==> src/verilog/timer_pkg.sv <==
// shared constants and types of the event and one-shot timer channel
package timer_pkg;

  // ==========================================================
  // register map (byte offsets)
  localparam logic [7:0] CTRL_OFS = 8'h00;
  localparam logic [7:0] ONESHOT_OFS = 8'h04;
  localparam logic [7:0] COUNT_OFS = 8'h08;
  localparam logic [7:0] RELOAD_OFS = 8'h0c;
  localparam logic [7:0] STATUS_OFS = 8'h10;
  localparam logic [7:0] CLEAR_OFS = 8'h14;
  localparam logic [7:0] ENABLE_OFS = 8'h18;

  // ==========================================================
  // counter values and reset values
  localparam int CNT_W = 16;
  localparam int CTRL_W = 11;
  localparam int IRQ_W = 3;
  localparam logic [15:0] CNT_MAX = 16'hffff;
  localparam logic [15:0] CNT_ZERO = 16'h0000;
  localparam logic [15:0] CNT_ONE = 16'h0001;
  localparam logic [15:0] COUNT_RESET = 16'h0000;
  localparam logic [15:0] RELOAD_RESET = 16'h0000;
  localparam logic [2:0] IRQ_RESET = 3'h0;

  // status bit positions
  localparam int STATUS_UNF = 0;
  localparam int STATUS_OVF = 1;
  localparam int STATUS_DONE = 2;

  // channels with quadrature inputs
  localparam int CHAN_NORMAL_ONLY = 2;
  localparam int CHAN_SELECTABLE = 3;
  localparam int CHAN_X4_ONLY = 4;

  // ==========================================================
  // prescaler counts
  localparam int PRE_W = 5;
  localparam logic [4:0] PRE_LAST = 5'h1f;
  localparam logic [2:0] DIV8_LAST = 3'h7;

  // ==========================================================
  // modes and selectors
  typedef enum logic [1:0] {MODE_FREERUN = 2'h0, MODE_TWOPHASE = 2'h1, MODE_ONESHOT = 2'h2} mode_t;
  typedef enum logic [1:0] {TRIG_SOFT = 2'h0, TRIG_PIN_FALL = 2'h1, TRIG_PIN_RISE = 2'h2,
                            TRIG_NEIGHBOUR = 2'h3} trig_t;
  typedef enum logic [1:0] {CLK_DIV1 = 2'h0, CLK_DIV8 = 2'h1, CLK_DIV32 = 2'h2, CLK_SUB32 = 2'h3} clksel_t;
  typedef enum logic [1:0] {OS_IDLE = 2'b01, OS_RUN = 2'b10} os_state_t;

  // control register, bit 0 is the count start flag
  typedef struct packed {
    clksel_t clk_sel;
    logic neighbour_next;
    trig_t trig;
    logic x4;
    logic event_preceding;
    mode_t mode;
    logic up;
    logic start;
  } ctrl_t;

endpackage : timer_pkg

==> src/verilog/event_timer.sv <==
// one timer channel: free-run event, two-phase and one-shot modes behind a wishbone slave
// ==========================================================
`timescale 1ns/100ps
`default_nettype none

module event_timer #(
  parameter int CHANNEL_ID = 3
) (
  // clock and reset
  input wire logic clk_i,
  input wire logic rst_i,
  // wishbone slave
  input wire logic wb_cyc_i,
  input wire logic wb_stb_i,
  input wire logic wb_we_i,
  input wire logic [7:0] wb_adr_i,
  input wire logic [3:0] wb_sel_i,
  input wire logic [31:0] wb_dat_i,
  output logic [31:0] wb_dat_o,
  output logic wb_ack_o,
  // pins
  input wire logic timer_in_pin_i,
  input wire logic timer_out_pin_i,
  input wire logic subclk_i,
  output logic timer_out_pin_o,
  output logic timer_out_oe_o,
  // neighbouring channels, one-cycle pulses on clk_i
  input wire logic preceding_channel_i,
  input wire logic following_channel_i,
  output logic ovf_o,
  // interrupt
  output logic irq_o
);

  // ==========================================================
  // pin synchronisers: a change counts once stages two and three agree
  logic [2:0] pin_raw;
  logic [2:0] s1_reg;
  logic [2:0] s2_reg;
  logic [2:0] s3_reg;
  logic [2:0] lvl_reg;
  logic [2:0] agree;
  logic [2:0] rise;
  logic [2:0] fall;

  assign pin_raw = {subclk_i, timer_out_pin_i, timer_in_pin_i};
  assign agree = ~(s2_reg ^ s3_reg);
  assign rise = agree & s3_reg & ~lvl_reg;
  assign fall = agree & ~s3_reg & lvl_reg;

  always_ff @(posedge clk_i) begin
    if (rst_i) begin
      s1_reg <= 3'h0;
      s2_reg <= 3'h0;
      s3_reg <= 3'h0;
      lvl_reg <= 3'h0;
    end else begin
      s1_reg <= pin_raw;
      s2_reg <= s1_reg;
      s3_reg <= s2_reg;
      lvl_reg <= (lvl_reg & ~agree) | (s3_reg & agree);
    end
  end

  // ==========================================================
  // count-source enables
  logic [3:0] tick_vec;

  clock_prescaler u_prescaler (
    .clk_i(clk_i),
    .rst_i(rst_i),
    .sub_edge_i(rise[2]),
    .tick_o(tick_vec)
  );

  // ==========================================================
  // wishbone decode: ack one cycle after the request, write on the ack edge
  function automatic logic [31:0] byte_mask(input logic [3:0] sel);
    logic [31:0] m;
    for (int b = 0; b < 4; b++) begin
      m[8*b +: 8] = {8{sel[b]}};
    end
    return m;
  endfunction : byte_mask

  timer_pkg::ctrl_t ctrl_reg;
  timer_pkg::ctrl_t ctrl_new;
  logic [15:0] cnt_reg;
  logic [15:0] reload_reg;
  logic [2:0] status_reg;
  logic [2:0] enable_reg;
  logic ack_reg;
  logic [31:0] rdata_reg;
  logic [31:0] rd_data;
  logic [31:0] wmask;
  logic [31:0] wval;
  logic [31:0] ctrl_merge;
  logic [31:0] cnt_merge;
  logic [31:0] reload_merge;
  logic req;
  logic wr_fire;
  logic ctrl_wr;
  logic cnt_wr;
  logic soft_trig;
  logic [2:0] clr;

  assign req = wb_cyc_i && wb_stb_i && !ack_reg;
  assign wr_fire = wb_cyc_i && wb_stb_i && wb_we_i && ack_reg;
  assign wmask = byte_mask(wb_sel_i);
  assign wval = wb_dat_i & wmask;
  assign ctrl_merge = (32'(ctrl_reg) & ~wmask) | wval;
  assign cnt_merge = (32'(cnt_reg) & ~wmask) | wval;
  assign reload_merge = (32'(reload_reg) & ~wmask) | wval;
  assign ctrl_new = timer_pkg::ctrl_t'(ctrl_merge[timer_pkg::CTRL_W-1:0]);
  assign ctrl_wr = wr_fire && (wb_adr_i == timer_pkg::CTRL_OFS);
  assign cnt_wr = wr_fire && (wb_adr_i == timer_pkg::COUNT_OFS);
  assign soft_trig = wr_fire && (wb_adr_i == timer_pkg::ONESHOT_OFS) && wval[0];
  assign clr = (wr_fire && (wb_adr_i == timer_pkg::CLEAR_OFS)) ? wval[timer_pkg::IRQ_W-1:0] : 3'h0;

  always_comb begin
    case (wb_adr_i)
      timer_pkg::CTRL_OFS: rd_data = 32'(ctrl_reg);
      timer_pkg::COUNT_OFS: rd_data = 32'(cnt_reg);
      timer_pkg::RELOAD_OFS: rd_data = 32'(reload_reg);
      timer_pkg::STATUS_OFS: rd_data = 32'(status_reg);
      timer_pkg::ENABLE_OFS: rd_data = 32'(enable_reg);
      default: rd_data = 32'h0000_0000;
    endcase
  end

  always_ff @(posedge clk_i) begin
    if (rst_i) begin
      ack_reg <= 1'b0;
      rdata_reg <= 32'h0000_0000;
    end else begin
      ack_reg <= req;
      if (req) begin
        rdata_reg <= rd_data;
      end
    end
  end

  assign wb_ack_o = ack_reg;
  assign wb_dat_o = rdata_reg;

  // ==========================================================
  // software registers
  always_ff @(posedge clk_i) begin
    if (rst_i) begin
      ctrl_reg <= '0;
      reload_reg <= timer_pkg::RELOAD_RESET;
      enable_reg <= timer_pkg::IRQ_RESET;
    end else begin
      if (ctrl_wr) begin
        ctrl_reg <= ctrl_new;
      end
      if (wr_fire && (wb_adr_i == timer_pkg::RELOAD_OFS)) begin
        reload_reg <= reload_merge[timer_pkg::CNT_W-1:0];
      end
      if (wr_fire && (wb_adr_i == timer_pkg::ENABLE_OFS)) begin
        enable_reg <= (enable_reg & ~wmask[2:0]) | wval[2:0];
      end
    end
  end

  // ==========================================================
  // event sources and quadrature decode
  logic quad_ok;
  logic use_x4;
  logic free_src;
  logic a_lvl;
  logic b_lvl;
  logic q_up;
  logic q_dn;
  logic free_on;
  logic quad_on;
  logic cnt_up;
  logic cnt_dn;

  assign quad_ok = (CHANNEL_ID >= timer_pkg::CHAN_NORMAL_ONLY) && (CHANNEL_ID <= timer_pkg::CHAN_X4_ONLY);
  assign use_x4 = (CHANNEL_ID == timer_pkg::CHAN_X4_ONLY) ||
                  ((CHANNEL_ID == timer_pkg::CHAN_SELECTABLE) && ctrl_reg.x4);
  assign free_src = ctrl_reg.event_preceding ? preceding_channel_i : fall[0];
  assign a_lvl = lvl_reg[0];
  assign b_lvl = lvl_reg[1];

  always_comb begin
    if (use_x4) begin
      q_up = (rise[0] && b_lvl) || (fall[0] && !b_lvl) || (rise[1] && !a_lvl) || (fall[1] && a_lvl);
      q_dn = (fall[0] && b_lvl) || (rise[0] && !b_lvl) || (rise[1] && a_lvl) || (fall[1] && !a_lvl);
    end else begin
      q_up = rise[0] && b_lvl;
      q_dn = fall[0] && b_lvl;
    end
  end

  // the up/down flag is sampled at each edge, so a change applies to the next one
  assign free_on = ctrl_reg.start && (ctrl_reg.mode == timer_pkg::MODE_FREERUN);
  assign quad_on = ctrl_reg.start && (ctrl_reg.mode == timer_pkg::MODE_TWOPHASE) && quad_ok;
  assign cnt_up = (free_on && free_src && ctrl_reg.up) || (quad_on && q_up);
  assign cnt_dn = (free_on && free_src && !ctrl_reg.up) || (quad_on && q_dn);

  // ==========================================================
  // one-shot control
  timer_pkg::os_state_t os_state_reg;
  logic retrig_reg;
  logic out_reg;
  logic os_trig;
  logic os_mode;
  logic os_go;
  logic os_tick;
  logic os_end;
  logic os_stop;

  assign os_mode = (ctrl_reg.mode == timer_pkg::MODE_ONESHOT);
  assign os_tick = tick_vec[ctrl_reg.clk_sel];

  always_comb begin
    case (ctrl_reg.trig)
      timer_pkg::TRIG_SOFT: os_trig = soft_trig;
      timer_pkg::TRIG_PIN_FALL: os_trig = fall[0];
      timer_pkg::TRIG_PIN_RISE: os_trig = rise[0];
      timer_pkg::TRIG_NEIGHBOUR: os_trig = ctrl_reg.neighbour_next ? following_channel_i : preceding_channel_i;
      default: os_trig = 1'b0;
    endcase
  end

  assign os_go = os_mode && ctrl_reg.start && os_trig;
  assign os_stop = ctrl_wr && os_mode && ctrl_reg.start && !ctrl_new.start;
  assign os_end = (os_state_reg == timer_pkg::OS_RUN) && os_tick && !retrig_reg && (cnt_reg <= timer_pkg::CNT_ONE);

  always_ff @(posedge clk_i) begin
    if (rst_i) begin
      os_state_reg <= timer_pkg::OS_IDLE;
      out_reg <= 1'b0;
      retrig_reg <= 1'b0;
    end else if (os_stop || !os_mode) begin
      os_state_reg <= timer_pkg::OS_IDLE;
      out_reg <= 1'b0;
      retrig_reg <= 1'b0;
    end else begin
      case (os_state_reg)
        timer_pkg::OS_IDLE: begin
          retrig_reg <= 1'b0;
          if (os_go) begin
            os_state_reg <= timer_pkg::OS_RUN;
            out_reg <= 1'b1;
          end
        end
        timer_pkg::OS_RUN: begin
          // a fresh trigger beats the tick that consumes the old one
          retrig_reg <= os_go || (retrig_reg && !os_tick);
          if (os_end) begin
            os_state_reg <= timer_pkg::OS_IDLE;
            out_reg <= 1'b0;
            retrig_reg <= 1'b0;
          end
        end
        default: begin
          os_state_reg <= timer_pkg::OS_IDLE;
          out_reg <= 1'b0;
          retrig_reg <= 1'b0;
        end
      endcase
    end
  end

  assign timer_out_pin_o = out_reg;
  assign timer_out_oe_o = os_mode;

  // ==========================================================
  // the counter
  always_ff @(posedge clk_i) begin
    if (rst_i) begin
      cnt_reg <= timer_pkg::COUNT_RESET;
    end else if (cnt_wr) begin
      cnt_reg <= cnt_merge[timer_pkg::CNT_W-1:0];
    end else if (os_stop) begin
      cnt_reg <= reload_reg;
    end else if (os_mode) begin
      if ((os_state_reg == timer_pkg::OS_IDLE) && os_go) begin
        cnt_reg <= reload_reg;
      end else if ((os_state_reg == timer_pkg::OS_RUN) && os_tick) begin
        if (retrig_reg || os_end) begin
          cnt_reg <= reload_reg;
        end else begin
          cnt_reg <= cnt_reg - 1'b1;
        end
      end
    end else if (cnt_up) begin
      cnt_reg <= cnt_reg + 1'b1;
    end else if (cnt_dn) begin
      cnt_reg <= cnt_reg - 1'b1;
    end
  end

  // ==========================================================
  // interrupt status: set wins over a clear in the same cycle
  logic unf_ev;
  logic ovf_ev;
  logic [2:0] events;
  logic ovf_reg;

  assign unf_ev = cnt_dn && !cnt_wr && (cnt_reg == timer_pkg::CNT_ZERO);
  assign ovf_ev = cnt_up && !cnt_wr && (cnt_reg == timer_pkg::CNT_MAX);
  assign events = {os_end || os_stop, ovf_ev, unf_ev};

  always_ff @(posedge clk_i) begin
    if (rst_i) begin
      status_reg <= timer_pkg::IRQ_RESET;
      ovf_reg <= 1'b0;
    end else begin
      status_reg <= (status_reg & ~clr) | events;
      ovf_reg <= unf_ev || ovf_ev;
    end
  end

  assign ovf_o = ovf_reg;
  assign irq_o = |(status_reg & enable_reg);
endmodule : event_timer
`default_nettype wire

==> src/verilog/clock_prescaler.sv <==
// count-source enables: undivided, divided by 8 and 32, subclock divided by 32
`timescale 1ns/100ps
`default_nettype none

module clock_prescaler (
  // clock and reset
  input wire logic clk_i,
  input wire logic rst_i,
  // synchronised subclock rising edge
  input wire logic sub_edge_i,
  // one-cycle enables, indexed by clock select
  output logic [3:0] tick_o
);

  logic [timer_pkg::PRE_W-1:0] main_reg;
  logic [timer_pkg::PRE_W-1:0] sub_reg;

  always_ff @(posedge clk_i) begin
    if (rst_i) begin
      main_reg <= '0;
    end else begin
      main_reg <= main_reg + 1'b1;
    end
  end

  // the subclock is far slower than clk_i, so one edge is one tick
  always_ff @(posedge clk_i) begin
    if (rst_i) begin
      sub_reg <= '0;
    end else if (sub_edge_i) begin
      sub_reg <= sub_reg + 1'b1;
    end
  end

  always_comb begin
    tick_o[timer_pkg::CLK_DIV1] = 1'b1;
    tick_o[timer_pkg::CLK_DIV8] = (main_reg[2:0] == timer_pkg::DIV8_LAST);
    tick_o[timer_pkg::CLK_DIV32] = (main_reg == timer_pkg::PRE_LAST);
    tick_o[timer_pkg::CLK_SUB32] = sub_edge_i && (sub_reg == timer_pkg::PRE_LAST);
  end

endmodule : clock_prescaler
`default_nettype wire

==> config.mk <==
export PLATFORM = sky130hd
export DESIGN_NAME = event_timer
export DESIGN_NICKNAME = d
export VERILOG_FILES = /design/src/verilog/timer_pkg.sv /design/src/verilog/event_timer.sv /design/src/verilog/clock_prescaler.sv
export SDC_FILE = /design/constraint.sdc
export NUM_CORES = 1
export LEC_CHECK = 0
export ABC_AREA = 1
export BUFFER_PORTS_ARGS = -buffer_cell sky130_fd_sc_hd__buf_2
export CAP_MARGIN = 20
export CORE_ASPECT_RATIO = 1.5
export CORE_MARGIN = 4
export CORE_UTILIZATION = 30
export CTS_BUF_LIST = sky130_fd_sc_hd__clkbuf_2
export DETAILED_ROUTE_END_ITERATION = 12
export GPL_ROUTABILITY_DRIVEN = 0
export PLACE_DENSITY_LB_ADDON = 0.25
export SETUP_SLACK_MARGIN = 0.05
export SYNTH_ARGS = -nofsm -noshare
export SYNTH_HDL_FRONTEND = slang
export SYNTH_SLANG_ARGS = --single-unit
==> constraint.sdc <==
create_clock -name clk_i -period 2.53 [get_ports clk_i]
set_input_delay 0.506 -clock clk_i [delete_from_list [all_inputs] [get_ports clk_i]]
set_output_delay 0.506 -clock clk_i [all_outputs]
set_load 0.005 [all_outputs]
After elaboration in Yosys (flattened, before gate mapping)

Cells that the tools add are included.

Output and inout port bits: 37
Bits of input ports: 54
Word-level logic and storage cells: 173
Flip-flop bits (word level): 109

Bitwise gates (word level): 27
Eq/ne operators: 20
$add $sub $neg: 4
Reductions and logical operators: 73
Order comparisons: 2
Multiplexer cells: 23

Operators by type and width:

| cell                                                             | count |
|---|---|
| two-way mux 16 bit                                               | 8 |
| one-hot mux 16 bit (5 select lines)                              | 1 |
| AND 16 bit                                                       | 3 |
| logical AND 1 bit                                                | 41 |
| bitwise OR 16 bit                                                | 2 |
| equality test 8 x 5 -> 1 bit (second input constant)             | 3 |
| AND 3 bit                                                        | 6 |
| adder 16 x 1 -> 16 bit (second input constant)                   | 1 |
| equality test 16 bit (second input constant)                     | 1 |
| equality test 8 x 4 -> 1 bit (second input constant)             | 2 |
| less-or-equal comparator 16 x 1 -> 1 bit (second input constant) | 1 |
| zero test 16 bit                                                 | 1 |
| NOT 16 bit                                                       | 1 |
| subtractor 16 x 1 -> 16 bit (second input constant)              | 1 |
| NOT 3 bit                                                        | 5 |
| logical OR 1 bit                                                 | 13 |
| AND 11 bit                                                       | 1 |
| bitwise OR 11 bit                                                | 1 |
| adder 5 x 1 -> 5 bit (second input constant)                     | 2 |
| equality test 5 bit (second input constant)                      | 2 |
| zero test 1 bit                                                  | 9 |
| bitwise OR 3 bit                                                 | 3 |
| equality test 2 bit (second input constant)                      | 4 |
| equality test 8 x 3 -> 1 bit (second input constant)             | 1 |
| 23 further kinds                                                 | 36 |

Depth between registers and ports, before layout

Depth in word-level cells: 17
Gate-level depth with buffers: 19
Mapped depth without buffers: 19

Cells and area by module

Synthesis repeated with hierarchy kept, for this count alone.

Cells, all modules: 904
Area total of the unflattened synthesis: 5,826.8 sq um

By module, submodules not included:

| module          | seq. area each (sq um) | area each (sq um) | instances | cells an instance |
|---|---|---|---|---|
| event_timer     | 1,641.6                | 5,367.6           | 1         | 848 |
| clock_prescaler | 200.2                  | 459.2             | 1         | 56 |

Worst setup path after synthesis

No wires, ideal clock.

Kind: register -> register
Start: register u_prescaler.main_reg[0] (netlist bit)
End: register with a tool-made name
Cell stages (with the launch flop): 17
Setup time: 132 ps
Arrival time: 1,942 ps
Buffers on the path: 0
Period minus slack after synthesis: 2,074 ps
Path slack: 456 ps
Required time: 2,398 ps
Cells stage by stage: dfxtp_1 -> ha_1 -> nand2_1 -> nor2_1 -> ha_1 -> a21oi_1 -> nand2_1 -> nand3_1 -> nor2_1 -> nor2_2 -> nand2_4 -> nand2_4 -> nand2_2 -> o21ai_0 -> nand2_1 -> nand2_1 -> a21oi_1

RTL lines:

| item                   | RTL line              | text |
|---|---|---|
| from (decl)            | clock_prescaler.sv:15 | `logic [timer_pkg::PRE_W-1:0] main_reg;` |
| from (signal assigned) | clock_prescaler.sv:22 | `main_reg <= main_reg + 1'b1;` |

==> load_flow_metrics.sql <==
INSERT INTO impl_metrics (metric_group, metric, value, unit) VALUES
('grt', 'grt_start_max_net_pins', '42', ''),
('hold_path', 'hold-path-endpoint', 's1_reg[2]', ''),
('critical_path', 'crit-reg2reg-launch', 'u_prescaler.main_reg[0]', ''),
('floorplan', 'die_h', '176.3', 'um'),
('route', 'routed_wirelength', '18.31', 'mm'),
('grt', 'grtUsageTotal', '17.28', '%'),
('critical_path', 'end_kind', 'flop', ''),
('grt', 'grt_antenna_before_repair', '1', ''),
('power_and_ir_drop', 'clockPowerShare', '33.2', '%'),
('timing', 'hold_viol', '0', ''),
('logic_synthesis', 'synth.ff_latch_count', '92', ''),
('route', 'ant_nets', '0', ''),
('route', 'drt_iter0_markers', '241', ''),
('clock_network', 'path_clk_slew', '0.27', 'ns'),
('logic_synthesis', 'main_combinational_cell_family_by_area_after_synthesis', 'simple AND/OR/NAND/NOR gates', ''),
('layout', 'layout_common_cells', 'nand2_1 (201), inv_1 (99), dfxtp_1 (90)', ''),
('floorplan', 'floorplan.die_area', '0.02120', 'mm2'),
('logic_synthesis', 'number_of_instances_in_the_synthesized_netlist', '864', ''),
('critical_path', 'worst-path-max-fanout', '6', ''),
('grt', 'vias_in_the_first_global_route', '5584', ''),
('power_and_ir_drop', 'power_per_cell_area', '376.8', 'mW/mm2'),
('route', 'remaining_drc_errors', '0', ''),
('placed_design', 'dpl.hpwl', '14.44', 'mm'),
('timing', 'worst_slew_margin_rel', '57.33', '%'),
('logic_synthesis', 'synth_edf_count', '0', ''),
('floorplan', 'die_span_x', '120.2', 'um'),
('placed_design', 'detailedPlace.worstSlack', '0.1913', 'ns'),
('logic_synthesis', 'synth.yosys.seq_area_share', '32.49', '%'),
('critical_path', 'worst-endpoint-arrival', '2.72', 'ns'),
('clock_network', 'holdBufCountCts', '0', ''),
('floorplan', 'floorplan.initialDensity', '30.56', '%'),
('power_and_ir_drop', 'power.switching', '0.0006856', 'W'),
('timing', 'final.period_utilization', '87.46', '%'),
('timing', 'postLayoutSetupSlackWorst', '0.3172', 'ns'),
('logic_synthesis', 'synth_adder_area_share', '3.091', '%'),
('timing', 'final.setup_skew', '0.03796', 'ns'),
('route', 'dr_total_vias', '5790', ''),
('logic_synthesis', 'async_set_or_reset_register_ratio_after_synthesis', '0', '%'),
('grt', 'gr-total-overflow', '0', ''),
('grt', 'wire_length_of_the_first_global_routing_pass', '29.08', 'mm'),
('clock_network', 'h_tree_levels', '3', ''),
('placed_design', 'buffer_ports.inserted', '56', ''),
('hold_path', 'hold_class', 'in -> reg', ''),
('logic_synthesis', 'post_synthesis_simple_gate_area_fraction', '32.14', '%'),
('power_and_ir_drop', 'switching_share', '27.94', '%'),
('placed_design', 'place_inst', '1179', ''),
('route', 'drt-vias-per-instance', '4.837', ''),
('layout', 'nets', '1007', ''),
('layout', 'nFillCells', '2063', ''),
('power_and_ir_drop', 'proportion_of_power_drawn_by_flip_flops_and_latches', '60.4', '%'),
('critical_path', 'minimum_setup_slack_among_reg_to_reg_paths', '0.32', 'ns'),
('hold_path', 'whs_path_depth', '3', ''),
('critical_path', 'path_common_cell', 'nand2_1', ''),
('logic_synthesis', 'ys.warnings.count', '0', ''),
('layout', 'layout_commonest_cell', 'nand2_1', ''),
('timing', 'grt_setup_unrepaired', 'no', ''),
('power_and_ir_drop', 'ir_drop', '0.2861', 'mV'),
('logic_synthesis', 'synth.top_cells.by_area', 'dfxtp_1 (32%), nand2_1 (13%), a21oi_1 (7.6%), inv_1 (6.6%), nor2_1 (5.8%)', ''),
('clock_network', 'clock-sinks', '92', ''),
('timing', 'final.setup.tns', '0', 'ns'),
('status', 'run_status', 'finished, final reports clean', ''),
('timing', 'fmaxAchievable', '451.9', 'MHz'),
('critical_path', 'critical-path-slowest-cell', 'dfxtp_1', ''),
('clock_network', 'cts.root.buffer_cell', 'clkbuf_2', ''),
('floorplan', 'floorplan.io_pins', '91', ''),
('clock_network', 'cts_inserted_buffers', '9', ''),
('timing', 'number_of_setup_violations_in_the_final_report', '0', ''),
('layout', 'fin_cells', '1197', ''),
('layout', 'area.growth.synth_to_final', '14.88', '%'),
('clock_network', 'cts_tree', 'done', ''),
('logic_synthesis', 'fraction_of_post_synthesis_cell_area_in_the_top_cell_type_by_area', '32.49', '%');
metrics by stage:
step,hold WS (ns),utilization (%),total power [W]
detailed placement,0.3974,34.21,0.001665
global placement,0.3907,34.21,0.001664
finish,0.1154,35.11,0.002453
floorplan,0.3883,-,0.001606
CTS,0.04312,34.90,0.002497
global route,0.05970,35.11,0.002568
how the worst max path moves through the flow:
stage               endpoint  slack [ns]
finish                  flop        0.32
global route            flop       0.003
CTS                     flop        0.15
detailed placement      flop        0.19
global placement        flop        0.25
floorplan               flop        0.46
worst max-delay path, delay by kind of cell (launching register included):
kind            cells  cell delay [ns]
compound gates      2             0.24
fa+ha+maj           2             0.41
buf+inv             1             0.13
flops               1             0.39
simple gates       13             1.01
cells by family (layout without fill, tap and decap cells):
logic type                 Yosys count  after routing
other                                1             17
AOI/OAI and AO/OA                  183            183
DFF                                 92             92
xor gates and xnor gates            18             18
and+or+nand+nor                    406            406
buffers and inverters              150            215
adders and majority gates           14             14
routing by layer:
layer,part of all wire [%],vias to the layer above,GRT usage (%),wire (um)
met4,2.9,0,6.711,536
met5,0,-,0,0
met1,39,2673,19.67,7214
met3,4.2,32,2.596,763
li1,-,2938,-,-
met2,53,147,32.16,9795
area by class of cell:
cell class | count | area [um2] | area share (%)
Clock buffer | 9 | 45.04 | 0.6918
Sequential cell | 92 | 1844 | 28.32
Tap cell | 252 | 315.3 | 4.842
Multi-Input combinational cell | 637 | 3251 | 49.92
Inverter | 106 | 400.4 | 6.149
Clock inverter | 7 | 82.58 | 1.268
Timing Repair Buffer | 93 | 570.5 | 8.762
Antenna cell | 1 | 2.502 | 0.03843
power groups by stage:
stage          Clock, W  Combinational (W)  Sequential (W)
5_1_grt        0.000905           0.000177         0.00149
6_report       0.000814           0.000158         0.00148
3_3_place_gp          0           0.000157         0.00151
2_1_floorplan         0           0.000101         0.00151
3_5_place_dp          0           0.000158         0.00151
4_1_cts        0.000857           0.000158         0.00148
cell usage after synthesis, types with 4 or more instances:
cell / n
ha_1: 14
buf_4: 19
inv_1: 99
nor3_1: 7
nor2_1: 88
nand4_1: 15
a211oi_1: 6
o21ai_1: 5
nand2_1: 201
clkbuf_1: 18
o211ai_1: 5
inv_2: 4
nand3_2: 4
nor2_2: 6
buf_2: 5
a21oi_1: 86
xor2_1: 17
nand3_1: 60
dfxtp_1: 92
o21ai_0: 59
nor2_4: 5
nand2_2: 6
o22ai_1: 9
repair_timing:
item / CTS / global route
setup buffers: 0 / 1
gates resized for setup: 0 / 7
setup endpoints to repair: 0 / 16
Note: power is estimated with default switching activity, not from simulation.
